## src/verilog/fphr_pkg.sv

```systemverilog
package fphr_pkg;

    // ------------------------------------------------------------
    // Opcodes
    // ------------------------------------------------------------
    localparam logic [7:0] OP_ULTRA_SLEEP  = 8'h79;
    localparam logic [7:0] OP_SOFT_RESET   = 8'hF0;
    localparam logic [7:0] OP_RESET_CONFIRM = 8'hD0;
    localparam logic [7:0] OP_WRITE_STAT2  = 8'h31;

    // ------------------------------------------------------------
    // Field positions and reset values
    // ------------------------------------------------------------
    localparam int         STAT2_RESET_CMD_ENABLE_BIT  = 4;
    localparam logic       WEL_RESET       = 1'b0;
    localparam logic       RESET_CMD_ENABLE_RESET      = 1'b0;
    localparam logic [7:0] CFG_RESET       = 8'h00;

    // ------------------------------------------------------------
    // Timing, all in ns, converted at 100 MHz
    // ------------------------------------------------------------
    localparam int CLK_PERIOD_NS             = 10;
    localparam int ULTRA_SLEEP_ENTRY_TIME_NS = 3000;
    localparam int WAKE_PULSE_MIN_LOW_NS     = 20;
    localparam int ULTRA_SLEEP_EXIT_TIME_NS  = 100000;
    localparam int SOFT_RESET_STOP_TIME_NS   = 30000;
    localparam int ENTRY_CYCLES =
        (ULTRA_SLEEP_ENTRY_TIME_NS / CLK_PERIOD_NS) > 0 ?
        (ULTRA_SLEEP_ENTRY_TIME_NS / CLK_PERIOD_NS) : 1;
    localparam int WAKE_LOW_CYCLES =
        (WAKE_PULSE_MIN_LOW_NS + CLK_PERIOD_NS - 1) / CLK_PERIOD_NS;
    localparam int EXIT_CYCLES_DEF =
        (ULTRA_SLEEP_EXIT_TIME_NS / CLK_PERIOD_NS) > 0 ?
        (ULTRA_SLEEP_EXIT_TIME_NS / CLK_PERIOD_NS) : 1;
    localparam int SRST_CYCLES =
        (SOFT_RESET_STOP_TIME_NS / CLK_PERIOD_NS) > 0 ?
        (SOFT_RESET_STOP_TIME_NS / CLK_PERIOD_NS) : 1;
    localparam int CNT_W = 24;

    // ------------------------------------------------------------
    // Power states
    // ------------------------------------------------------------
    typedef enum logic [1:0]
    {
        PWR_STANDBY  = 2'b00,
        PWR_ENTERING = 2'b01,
        PWR_ULTRA    = 2'b10,
        PWR_EXITING  = 2'b11
    } fphr_pwr_t;

endpackage

```

## src/verilog/fphr_link_if.sv

```systemverilog
`timescale 1ns/100ps
`default_nettype none

// Sampled link events passed from front end to controller
interface fphr_link_if;
    logic       sel;
    logic       sel_rise;
    logic       sel_fall;
    logic       bit_strobe;
    logic       bit_val;
    logic       sck_low;
    logic       paused;
    logic       pause_abort;

    modport front
    (
        output sel, sel_rise, sel_fall, bit_strobe, bit_val, sck_low, paused, pause_abort
    );
    modport ctrl
    (
        input  sel, sel_rise, sel_fall, bit_strobe, bit_val, sck_low, paused, pause_abort
    );
endinterface

`default_nettype wire

```

## src/verilog/fphr_link_front.sv

```systemverilog
`timescale 1ns/100ps
`default_nettype none

module fphr_link_front
    import fphr_pkg::*;
(
    input  wire logic   clk_in,
    input  wire logic   rst_in,
    input  wire logic   cs_n_in,
    input  wire logic   sck_in,
    input  wire logic   si_in,
    input  wire logic   hold_n_in,
    fphr_link_if.front  link
);

    typedef struct packed
    {
        logic [3:0] s1;
        logic [3:0] s2;
        logic       sel_d;
        logic       sck_d;
        logic       paused;
    } fphr_front_t;

    fphr_front_t st;
    fphr_front_t next_st;

    logic sel;
    logic sck;
    logic hold;

    // Second stage of the synchronisers
    assign sel  = ~st.s2[0];
    assign sck  = st.s2[1];
    assign hold = ~st.s2[3];

    // Sync, edge find and pause tracking
    always_comb
    begin
        next_st       = st;
        next_st.s1    = {hold_n_in, si_in, sck_in, cs_n_in};
        next_st.s2    = st.s1;
        next_st.sel_d = sel;
        next_st.sck_d = sck;
        if (!sel)
            next_st.paused = 1'b0;
        else if (!sck)
            next_st.paused = hold;
    end

    always_ff @(posedge clk_in or posedge rst_in)
    begin
        if (rst_in)
            st <= '{s1: 4'hF, s2: 4'hF, sel_d: 1'b0, sck_d: 1'b0, paused: 1'b0};
        else
            st <= next_st;
    end

    // Events toward the controller
    assign link.sel         = sel;
    assign link.sel_rise    = sel & ~st.sel_d;
    assign link.sel_fall    = ~sel & st.sel_d;
    assign link.sck_low     = ~sck;
    assign link.paused      = st.paused;
    assign link.bit_strobe  = sel & sck & ~st.sck_d & ~st.paused;
    assign link.bit_val     = st.s2[2];
    // Deselect seen while the pause pin is still held
    assign link.pause_abort = ~sel & st.sel_d & hold;

endmodule

`default_nettype wire

```

## src/verilog/fphr_ctrl.sv

```systemverilog
`timescale 1ns/100ps
`default_nettype none

// What this block does
// - 79h then deselect enters ultra sleep
// - Ultra sleep ignores every command
// - Bits after sleep opcode are discarded
// - Short sleep opcode aborts, stay standby
// - Power-up always starts in standby
// - Sleep opcode ignored while busy
// - Select pulse wakes within exit time
// - Dummy byte during wake pulse ignored
// - Reselect before exit time is ignored
// - Early first bit wakes, command discarded
// - Power cycle restores all defaults
// - Pause never stops program or erase
// - Pause starts on clock-low while selected
// - Paused: output floats, inputs ignored
// - Pause ends on next clock-low phase
// - Deselect while paused aborts, clears latch
// - Soft reset stops cycle, only while busy
// - Soft reset needs enable bit set
// - F0h then D0h, later bytes ignored
// - Interrupted page contents undefined
// - Soft reset keeps config, clears latch
// - Soft reset needs whole bytes only
// - Standby when deselected and idle

module fphr_ctrl
    import fphr_pkg::*;
#(
    parameter int EXIT_CYCLES = EXIT_CYCLES_DEF
)
(
    input  wire logic        clk_in,
    input  wire logic        rst_in,
    input  wire logic        cs_n_in,
    input  wire logic        sck_in,
    input  wire logic        si_in,
    input  wire logic        hold_n_in,
    input  wire logic        wp_n_in,
    input  wire logic        busy_in,
    input  wire logic        wel_set_in,
    output logic             so_out,
    output logic             so_oe_out,
    output logic             write_enable_latch_out,
    output logic             reset_cmd_enable_out,
    output logic [7:0]       config_out,
    output logic             standby_out,
    output logic             ultra_sleep_out,
    output logic             paused_out,
    output logic             abort_cycle_out,
    output logic             page_undefined_out,
    output logic             cmd_blocked_out
);

    // ------------------------------------------------------------
    // Synchronisers and link events
    // ------------------------------------------------------------
    typedef struct packed
    {
        logic [1:0]       wp_sync;
        logic [2:0]       bit_cnt;
        logic [3:0]       byte_cnt;
        logic [7:0]       shift;
        logic [7:0]       op;
        logic             op2_ok;
        logic             stat2_data;
        logic             cmd_dead;
        fphr_pwr_t        pwr;
        logic [CNT_W-1:0] cnt;
        logic [CNT_W-1:0] low_cnt;
        logic             write_enable_latch;
        logic             reset_cmd_enable;
        logic [7:0]       cfg;
        logic             stopping;
        logic             abort_cycle;
        logic             page_undef;
    } fphr_ctrl_t;

    fphr_ctrl_t st;
    fphr_ctrl_t next_st;

    logic sel;
    logic sel_fall;
    logic sel_rise;
    logic bit_strobe;
    logic whole_bytes;
    logic [7:0] byte_now;

    fphr_link_if link ();

    // Decode of a complete opcode byte
    function automatic logic is_op(input logic [7:0] b, input logic [7:0] code);
        is_op = (b == code);
    endfunction

    // Pin front end: sync, edges and pause
    fphr_link_front u_front
    (
        .clk_in    (clk_in),
        .rst_in    (rst_in),
        .cs_n_in   (cs_n_in),
        .sck_in    (sck_in),
        .si_in     (si_in),
        .hold_n_in (hold_n_in),
        .link      (link)
    );

    // Link events used by the decoder
    assign sel         = link.sel;
    assign sel_rise    = link.sel_rise;
    assign sel_fall    = link.sel_fall;
    assign bit_strobe  = link.bit_strobe;
    assign byte_now    = {st.shift[6:0], link.bit_val};
    assign whole_bytes = (st.bit_cnt == 3'd0);

    // ------------------------------------------------------------
    // Next-state logic
    // ------------------------------------------------------------
    always_comb
    begin
        next_st         = st;
        next_st.wp_sync = {st.wp_sync[0], wp_n_in};
        next_st.abort_cycle = 1'b0;

        // Serial shift while selected and not paused
        if (sel_rise)
        begin
            next_st.bit_cnt  = 3'd0;
            next_st.byte_cnt = 4'd0;
            next_st.op       = 8'h00;
            next_st.op2_ok   = 1'b0;
            next_st.stat2_data = 1'b0;
            // Ultra sleep frames die on their first early bit instead
            next_st.cmd_dead = (st.pwr == PWR_ENTERING)
                             | (st.pwr == PWR_EXITING);
            next_st.low_cnt  = '0;
        end
        else if (sel)
        begin
            if (st.low_cnt != {CNT_W{1'b1}})
                next_st.low_cnt = st.low_cnt + 1'b1;
        end

        if (bit_strobe)
        begin
            next_st.shift   = byte_now;
            next_st.bit_cnt = st.bit_cnt + 3'd1;
            if (st.pwr == PWR_ULTRA || st.pwr == PWR_ENTERING)
                next_st.cmd_dead = 1'b1;
            if (st.bit_cnt == 3'd7 && !st.cmd_dead && st.pwr == PWR_STANDBY)
            begin
                if (st.byte_cnt != 4'hF)
                    next_st.byte_cnt = st.byte_cnt + 4'd1;
                if (st.byte_cnt == 4'd0)
                    next_st.op = byte_now;
                if (st.byte_cnt == 4'd1 && is_op(st.op, OP_SOFT_RESET))
                    next_st.op2_ok = is_op(byte_now, OP_RESET_CONFIRM);
                if (st.byte_cnt == 4'd1 && is_op(st.op, OP_WRITE_STAT2) && st.write_enable_latch)
                begin
                    next_st.stat2_data = 1'b1;
                    next_st.reset_cmd_enable = byte_now[STAT2_RESET_CMD_ENABLE_BIT];
                    next_st.write_enable_latch  = WEL_RESET;
                end
            end
        end

        // Latch set request from the rest of the device
        if (wel_set_in)
            next_st.write_enable_latch = 1'b1;

        // Deselect: decide what the finished frame means
        if (sel_fall)
        begin
            if (link.pause_abort)
            begin
                next_st.write_enable_latch = WEL_RESET;
            end
            else if (!st.cmd_dead && st.pwr == PWR_STANDBY)
            begin
                // Trailing bits beyond the opcode do not matter
                if (st.byte_cnt != 4'd0 && is_op(st.op, OP_ULTRA_SLEEP)
                    && !busy_in)
                begin
                    next_st.pwr = PWR_ENTERING;
                    next_st.cnt = CNT_W'(ENTRY_CYCLES);
                end
                if (is_op(st.op, OP_SOFT_RESET) && st.op2_ok && whole_bytes
                    && st.reset_cmd_enable && busy_in)
                begin
                    next_st.stopping = 1'b1;
                    next_st.cnt      = CNT_W'(SRST_CYCLES);
                    next_st.write_enable_latch      = WEL_RESET;
                end
            end
            // Wake pulse: any long enough select from ultra sleep
            if (st.pwr == PWR_ULTRA && st.low_cnt >= CNT_W'(WAKE_LOW_CYCLES))
            begin
                next_st.pwr = PWR_EXITING;
                next_st.cnt = CNT_W'(EXIT_CYCLES);
            end
        end

        // Select held low through the exit time also wakes
        if (sel && st.pwr == PWR_ULTRA && !sel_rise
            && st.low_cnt >= CNT_W'(EXIT_CYCLES))
            next_st.pwr = PWR_STANDBY;

        // New selection clears the page flag; a fresh abort still sets it
        if (st.page_undef && sel_rise)
            next_st.page_undef = 1'b0;

        // Power and soft reset timers
        case (st.pwr)
            PWR_ENTERING:
            begin
                if (st.cnt <= 1)
                    next_st.pwr = PWR_ULTRA;
                else
                    next_st.cnt = st.cnt - 1'b1;
            end
            PWR_EXITING:
            begin
                if (st.cnt <= 1)
                    next_st.pwr = PWR_STANDBY;
                else
                    next_st.cnt = st.cnt - 1'b1;
            end
            PWR_ULTRA, PWR_STANDBY:
            begin
                if (st.stopping)
                begin
                    if (st.cnt <= 1)
                    begin
                        next_st.stopping    = 1'b0;
                        next_st.abort_cycle = 1'b1;
                        next_st.page_undef  = 1'b1;
                    end
                    else
                        next_st.cnt = st.cnt - 1'b1;
                end
            end
            default:
                next_st.pwr = PWR_STANDBY;
        endcase
    end

    // ------------------------------------------------------------
    // State register
    // ------------------------------------------------------------
    always_ff @(posedge clk_in or posedge rst_in)
    begin
        if (rst_in)
        begin
            st      <= '0;
            st.wp_sync <= 2'h3;
            st.pwr  <= PWR_STANDBY;
            st.write_enable_latch  <= WEL_RESET;
            st.reset_cmd_enable <= RESET_CMD_ENABLE_RESET;
            st.cfg  <= CFG_RESET;
        end
        else
            st <= next_st;
    end

    // ------------------------------------------------------------
    // Outputs
    // ------------------------------------------------------------
    // Serial output is never driven here; paused keeps it floating
    assign so_out                 = 1'b0;
    assign so_oe_out              = 1'b0;
    assign write_enable_latch_out = st.write_enable_latch;
    assign reset_cmd_enable_out   = st.reset_cmd_enable;
    assign config_out             = st.cfg;
    assign standby_out            = (st.pwr == PWR_STANDBY) & ~sel & ~busy_in;
    assign ultra_sleep_out        = (st.pwr == PWR_ULTRA);
    assign paused_out             = link.paused;
    assign abort_cycle_out        = st.abort_cycle;
    assign page_undefined_out     = st.page_undef;
    assign cmd_blocked_out        = st.cmd_dead;

endmodule

`default_nettype wire

```

## config.mk

```make
export PLATFORM = sky130hd
export DESIGN_NAME = fphr_ctrl
export DESIGN_NICKNAME = d
export VERILOG_FILES = /design/src/verilog/fphr_pkg.sv /design/src/verilog/fphr_link_if.sv /design/src/verilog/fphr_link_front.sv /design/src/verilog/fphr_ctrl.sv
export SDC_FILE = /design/constraint.sdc
export NUM_CORES = 1
export LEC_CHECK = 0
export BUFFER_PORTS_ARGS = -buffer_cell sky130_fd_sc_hd__buf_2
export CELL_PAD_IN_SITES_DETAIL_PLACEMENT = 2
export CELL_PAD_IN_SITES_GLOBAL_PLACEMENT = 2
export CORE_MARGIN = 2
export CORE_UTILIZATION = 40
export CTS_BUF_LIST = sky130_fd_sc_hd__clkbuf_16
export CTS_CLUSTER_SIZE = 10
export DETAILED_ROUTE_END_ITERATION = 10
export PLACE_DENSITY_LB_ADDON = 0.2
export SLEW_MARGIN = 20
export SYNTH_ARGS = -nofsm -noshare
export SYNTH_HDL_FRONTEND = slang
export SYNTH_SLANG_ARGS = --single-unit
```

## constraint.sdc

```tcl
create_clock -name clk_in -period 8.5 [get_ports clk_in]
set_input_delay 1.275 -clock clk_in [delete_from_list [all_inputs] [get_ports clk_in]]
set_output_delay 1.275 -clock clk_in [all_outputs]
set_load 0.01 [all_outputs]
```

-- Yosys cells after proc, flatten, opt, wreduce, memory -nomap -nowiden
Index checks and enable logic that the tools add are counted.
- bits of input ports: 9
- output and inout port bits: 18
- bits in registers: 92
- bitwise operators: 15
- add/sub/neg operators: 4
- magnitude comparators: 3
- eq/ne operators: 13
- multiplexer cells: 44
- reductions and logical operators: 31
- operator list (kind ; count):
    26-bit two-way mux ; 6
    24-bit two-way mux ; 6
    24-bit case mux with 2 select lines ; 1
    24-bit by 1-bit adder with 24-bit output, second input constant ; 1
    24-bit by 14-bit >= comparator with 1-bit output, second input constant ; 1
    24-bit by 2-bit >= comparator with 1-bit output, second input constant ; 1
    24-bit by 1-bit <= comparator with 1-bit output, second input constant ; 1
    24-bit != test, second input constant ; 1
    24-bit by 1-bit subtractor with 24-bit output, second input constant ; 1
    1-bit logical AND ; 17
    8-bit == test, second input constant ; 2
    1-bit two-way mux ; 15
    2-bit two-way mux ; 6
    11-bit two-way mux ; 1
    10-bit two-way mux ; 1
    3-bit two-way mux ; 3
    1-bit bitwise AND ; 8
    8-bit by 6-bit == test with 1-bit output, second input constant ; 1
    8-bit by 7-bit == test with 1-bit output, second input constant ; 1
    4-bit two-way mux ; 2
    8-bit two-way mux ; 1
    7-bit two-way mux ; 1
    1-bit inverter ; 6
    4-bit by 1-bit adder with 4-bit output, second input constant ; 1
    other kinds (19) ; 25

-- Longest topological paths before layout
- word-level depth: 13
- gate-level depth with buffers: 9
- depth with buffers taken out: 7

-- Modules after synthesis
A second synthesis with hierarchy kept.
- cells, all modules: 496
- area total of the unflattened synthesis: 4749.6 um^2
- modules (own cells, without submodules) (module ; times used ; cells each ; area an instance (um^2) ; sequential area each (um^2)):
    fphr_ctrl ; 1 ; 476 ; 4400.5 ; 1976.9
    fphr_link_front ; 1 ; 20 ; 349.1 ; 285.3

-- Worst setup path after synthesis
OpenSTA, ideal clock, no wires.
- kind: in2out
- from: in busy_in
- to: out standby_out
- data arrival time: 1.584 ns
- stages on the path: 1
- path buffers: 0
- slack: 5.641 ns
- path through: nor3b_1
- word-level cells in the longest chain between the ends: 2
- RTL lines (item ; RTL line ; RTL):
    start: declaration ; fphr_ctrl.sv:42 ; input wire logic busy_in,
    1-bit inverter ; fphr_ctrl.sv:276 ; assign standby_out = (st.pwr == PWR_STANDBY) & ~sel & ~busy_in;
    1-bit bitwise AND ; fphr_ctrl.sv:276 ;
    end: declaration ; fphr_ctrl.sv:49 ; output logic standby_out,
Every way passes these cells.

-- Worst setup path in the final report
- from: reg u_front.st[3] (netlist name)
- to: out standby_out
- word-level cells in the longest chain between the ends: 2
- RTL lines (item ; RTL line ; RTL):
    start: declaration ; fphr_link_front.sv:25 ; fphr_front_t st;
    start signal: assignment ; fphr_link_front.sv:54 ; st <= '{s1: 4'hF, s2: 4'hF, sel_d: 1'b0, sck_d: 1'b0, paused: 1'b0};
    start signal: assignment ; fphr_link_front.sv:56 ; st <= next_st;
    1-bit bitwise AND (2 in series) ; fphr_ctrl.sv:276 ;
Every way passes these cells.

==> metrics.md <==
| Metric | Value |
|---|---|
| Status | `completed` |
| Mean post-synth cell area | `between 9 and 10 um2` |
| Row cnt | `40` |
| Die ar. | `about 13,000 um2` |
| CTS Buffer Depth | `2` |
| Share of the synthesized area in the top cell type | `~42%` |
| Num CTS Buffers | `9` |
| Sw frac | `roughly a quarter` |
| Sequential area share after synthesis | `46.5%` |
| Clock-pin slew on the worst setup and hold paths | `0.07 ns` |
| Total GRT Usage | `23.1%` |
| Layout cells sized above 1 | `between 10% and 20%` |
| Sw Pwr | `226 uW` |
| Worst Path Max Fanout | `14` |
| Root buf cell | `clkbuf_16` |
| Path depth of the worst reg2reg path | `5` |
| Synth area leader | `dfrtp_1` |
| Min-delay worst type | `reg2reg` |
| Via count | `around 4,000` |
| Mapped Cells | `between 500 and 600` |
| CTS resizes | `0` |
| Final WL | `between 10,000 and 15,000 um` |
| Placed Area | `around 5000 um2` |
| Rel. slew slack | `36.4%` |
| Core area | `around 12,000 um2` |
| Pwr Density | `179 nW/um2` |
| H-tree depth | `3` |
| Detail Route Antenna Nets | `0` |
| Post-route minimum period | `3.35 ns` |
| Max Freq | `approximately 0.30 GHz` |
| First-pass GRT wire length | `roughly 23,000 um` |
| Crit share post-route | `between 30 and 40%` |
| Slowest stage delay, CP | `between 0.7 and 0.8 ns` |
| Internal power | `725 uW` |
| Die width | `around 110 um` |
| CTS tree | `yes` |
| Post-synthesis register bit count | `90` |
| Endpoints failing hold | `0` |
| Clock sink count | `90` |
| Fin nets | `approximately 540` |
| Clock network power share | `between 40% and 50%` |
| Crit path kind | `reg2out` |
| Yosys warnings | `0` |
| Later-pin clock latency in the skew report | `approximately 0.35 ns` |
| Largest net degree at the start of global routing | `50` |
| Post-synth top cells | `dfrtp_1 (82), nand2_1 (44), nor2_1 (43), o21ai_0 (28), nand3_1 (25)` |
| Top cells by area, synth | `dfrtp_1 (42%), dfstp_2 (4.3%), ha_1 (3.6%)` |
| Initial Util | `around two fifths` |
| Setup TNS | `0 ns` |
| Syn Std Cell Area | `just under 5000 um2` |
| Max-slew violations | `0` |
| DRT Pass-1 Iters | `4` |
| Worst EP required | `between 7 and 8 ns` |
| Number of global-route vias before repair | `between 4,000 and 5,000` |
| RSZ-0062 raised after global routing | `false` |
| Worst path slowest cell | `dfstp_2` |
| Global route overflow | `0` |
| CP Cell Sequence | `clkinv_1 -> nor3b_1 -> buf_2` |
| Post-CTS Setup Inserts | `0` |
| Via density | `6.00` |
| # hold bufs at CTS | `0` |
| Ports | `27` |
| Leakage Power | `between 2 and 2.5 nW` |
| Synth Flop Type | `dfrtp_1` |
| Post-route design area | `approximately 5300 um2` |
| Overall power | `952 uW` |
| Worst slew pin tran | `roughly 0.95 ns` |
| Max cap viols | `0` |
| Port Buffers | `15` |
| DRC Markers | `0` |
| Final setup violation count | `0` |
| Flop pwr share | `49.6%` |
| Top-count cell post-synth | `dfrtp_1` |
| Worst Setup Start Kind | `flop` |
| Wirelength per Cell | `between 20 and 25 um` |
| Area delta synth->final | `9.38%` |
| Ys async rst share | `100%` |
| Distinct cells, synth | `slightly below 70` |
| EDFF count, synth | `0` |
| Crit path DAT | `around 2.1 ns` |
| Peak VDD IR | `about 80 uV` |
| Initial antenna violation count | `0` |
| Number of diodes | `0` |
| Die height | `between 100 and 150 um` |
| Routability Congestion | `~0.74` |
| Half-perimeter wire length after placement | `~9500 um` |
| Logic pwr share | `between 5 and 6%` |
| Fin Hold WS | `around 0.36 ns` |
| Filler Cell Count | `about 1,300` |
| Worst setup EP type | `output pin` |
| Hold-critical path depth | `0` |
| Initial drt markers | `151` |
| Worst clock skew | `~0.0085 ns` |
area by class of cell:
cell class                      instances  area [um2]  area share (%)
Multi-Input combinational cell        375        2390            44.8
Sequential cell                        90        2260            42.5
Clock buffer                            9         225            4.23
Tap cell                              147         184            3.45
Timing Repair Buffer                   20         113            2.11
Clock inverter                          7        85.1            1.60
Inverter                               18        68.8            1.29
registers in the layout (all words and copies together), names as in the netlist:
signal,count
cmd_blocked_out,1
st,67
u_front.next_st,5
byte_now,7
reset_cmd_enable_out,1
abort_cycle_out,1
u_front.link.bit_val,1
u_front.link.paused,1
u_front.st,4
page_undefined_out,1
write_enable_latch_out,1
cells in the final DEF, fill, tap and decap left out, types with 4 or more instances in the layout:
master     count
nor4_1        11
a21oi_1       22
mux2_2         8
nand4_1       16
nor2_1        43
buf_2         15
nor3_1        10
or3_1         10
clkbuf_16      9
buf_4          5
a31o_2         4
nand3_1       25
a21o_1         8
a31oi_1       19
nand2_1       44
nor2b_1        4
o31ai_1        7
nor3b_1        5
inv_1         17
dfstp_2        8
and4_1         6
nand3b_1       4
conb_1        10
ha_1          14
o211a_1        5
dfrtp_1       82
o21ai_0       28
xnor2_1        6
mux2i_1        6
critical path: cells and delay by family (launching register included):
kind / cells / cell delay (ns)
flip-flops: 1 / 0.78
AND/OR/NAND/NOR: 1 / 0.36
buffers and inverters: 2 / 0.58
power by group through the flow:
stage               combinational (mW)  sequential (mW)  clock, mW
floorplan                       0.0416            0.471          0
global placement                0.0490            0.477          0
detailed placement              0.0515            0.480          0
CTS                             0.0519            0.473      0.440
global route                    0.0575            0.477      0.457
finish                          0.0504            0.472      0.429
metal layers:
metal	up-vias	share of wire (%)	GRT usage, %
met1	2084	46	30.0
met4	0	1.3	7.56
met3	15	1.8	3.44
met5	-	0	0
met2	45	51	39.8
li1	1851	-	-
logic make-up (layout without fill, tap and decap cells):
logic type | count (synthesis) | count (layout) | share of synthesized area [%]
AOI/OAI and AO/OA | 122 | 122 | 16.5
xor gates and xnor gates | 9 | 9 | 1.62
adders and majority gates | 14 | 14 | 3.60
buffers and inverters | 48 | 54 | 5.19
DFF | 90 | 90 | 46.5
muxes | 15 | 15 | 3.31
other | 1 | 10 | 0.0770
and+or+nand+nor | 205 | 205 | 23.3
worst paths after layout:
kind                                      endpoint  slack (ns)               start
worst max-delay path                   standby_out        5.15       u_front.st[3]
worst max register to register              st[46]        5.56              st[48]
min in group asynchronous                   st[24]        1.01              rst_in
worst min-delay path            u_front.next_st[1]        0.36  u_front.next_st[4]
max in group asynchronous                   st[49]        6.34              rst_in
worst min register to register  u_front.next_st[1]        0.36  u_front.next_st[4]
through the flow:
step,util [%],setup WS [ns],std cells
finish,44.5,5.15,666
detailed placement,41.9,5.35,650
CTS,44.5,5.11,666
global route,44.5,5.03,666
global placement,41.9,5.36,650
floorplan,-,4.90,513
No activity file was read; power rests on OpenSTA's default activity.
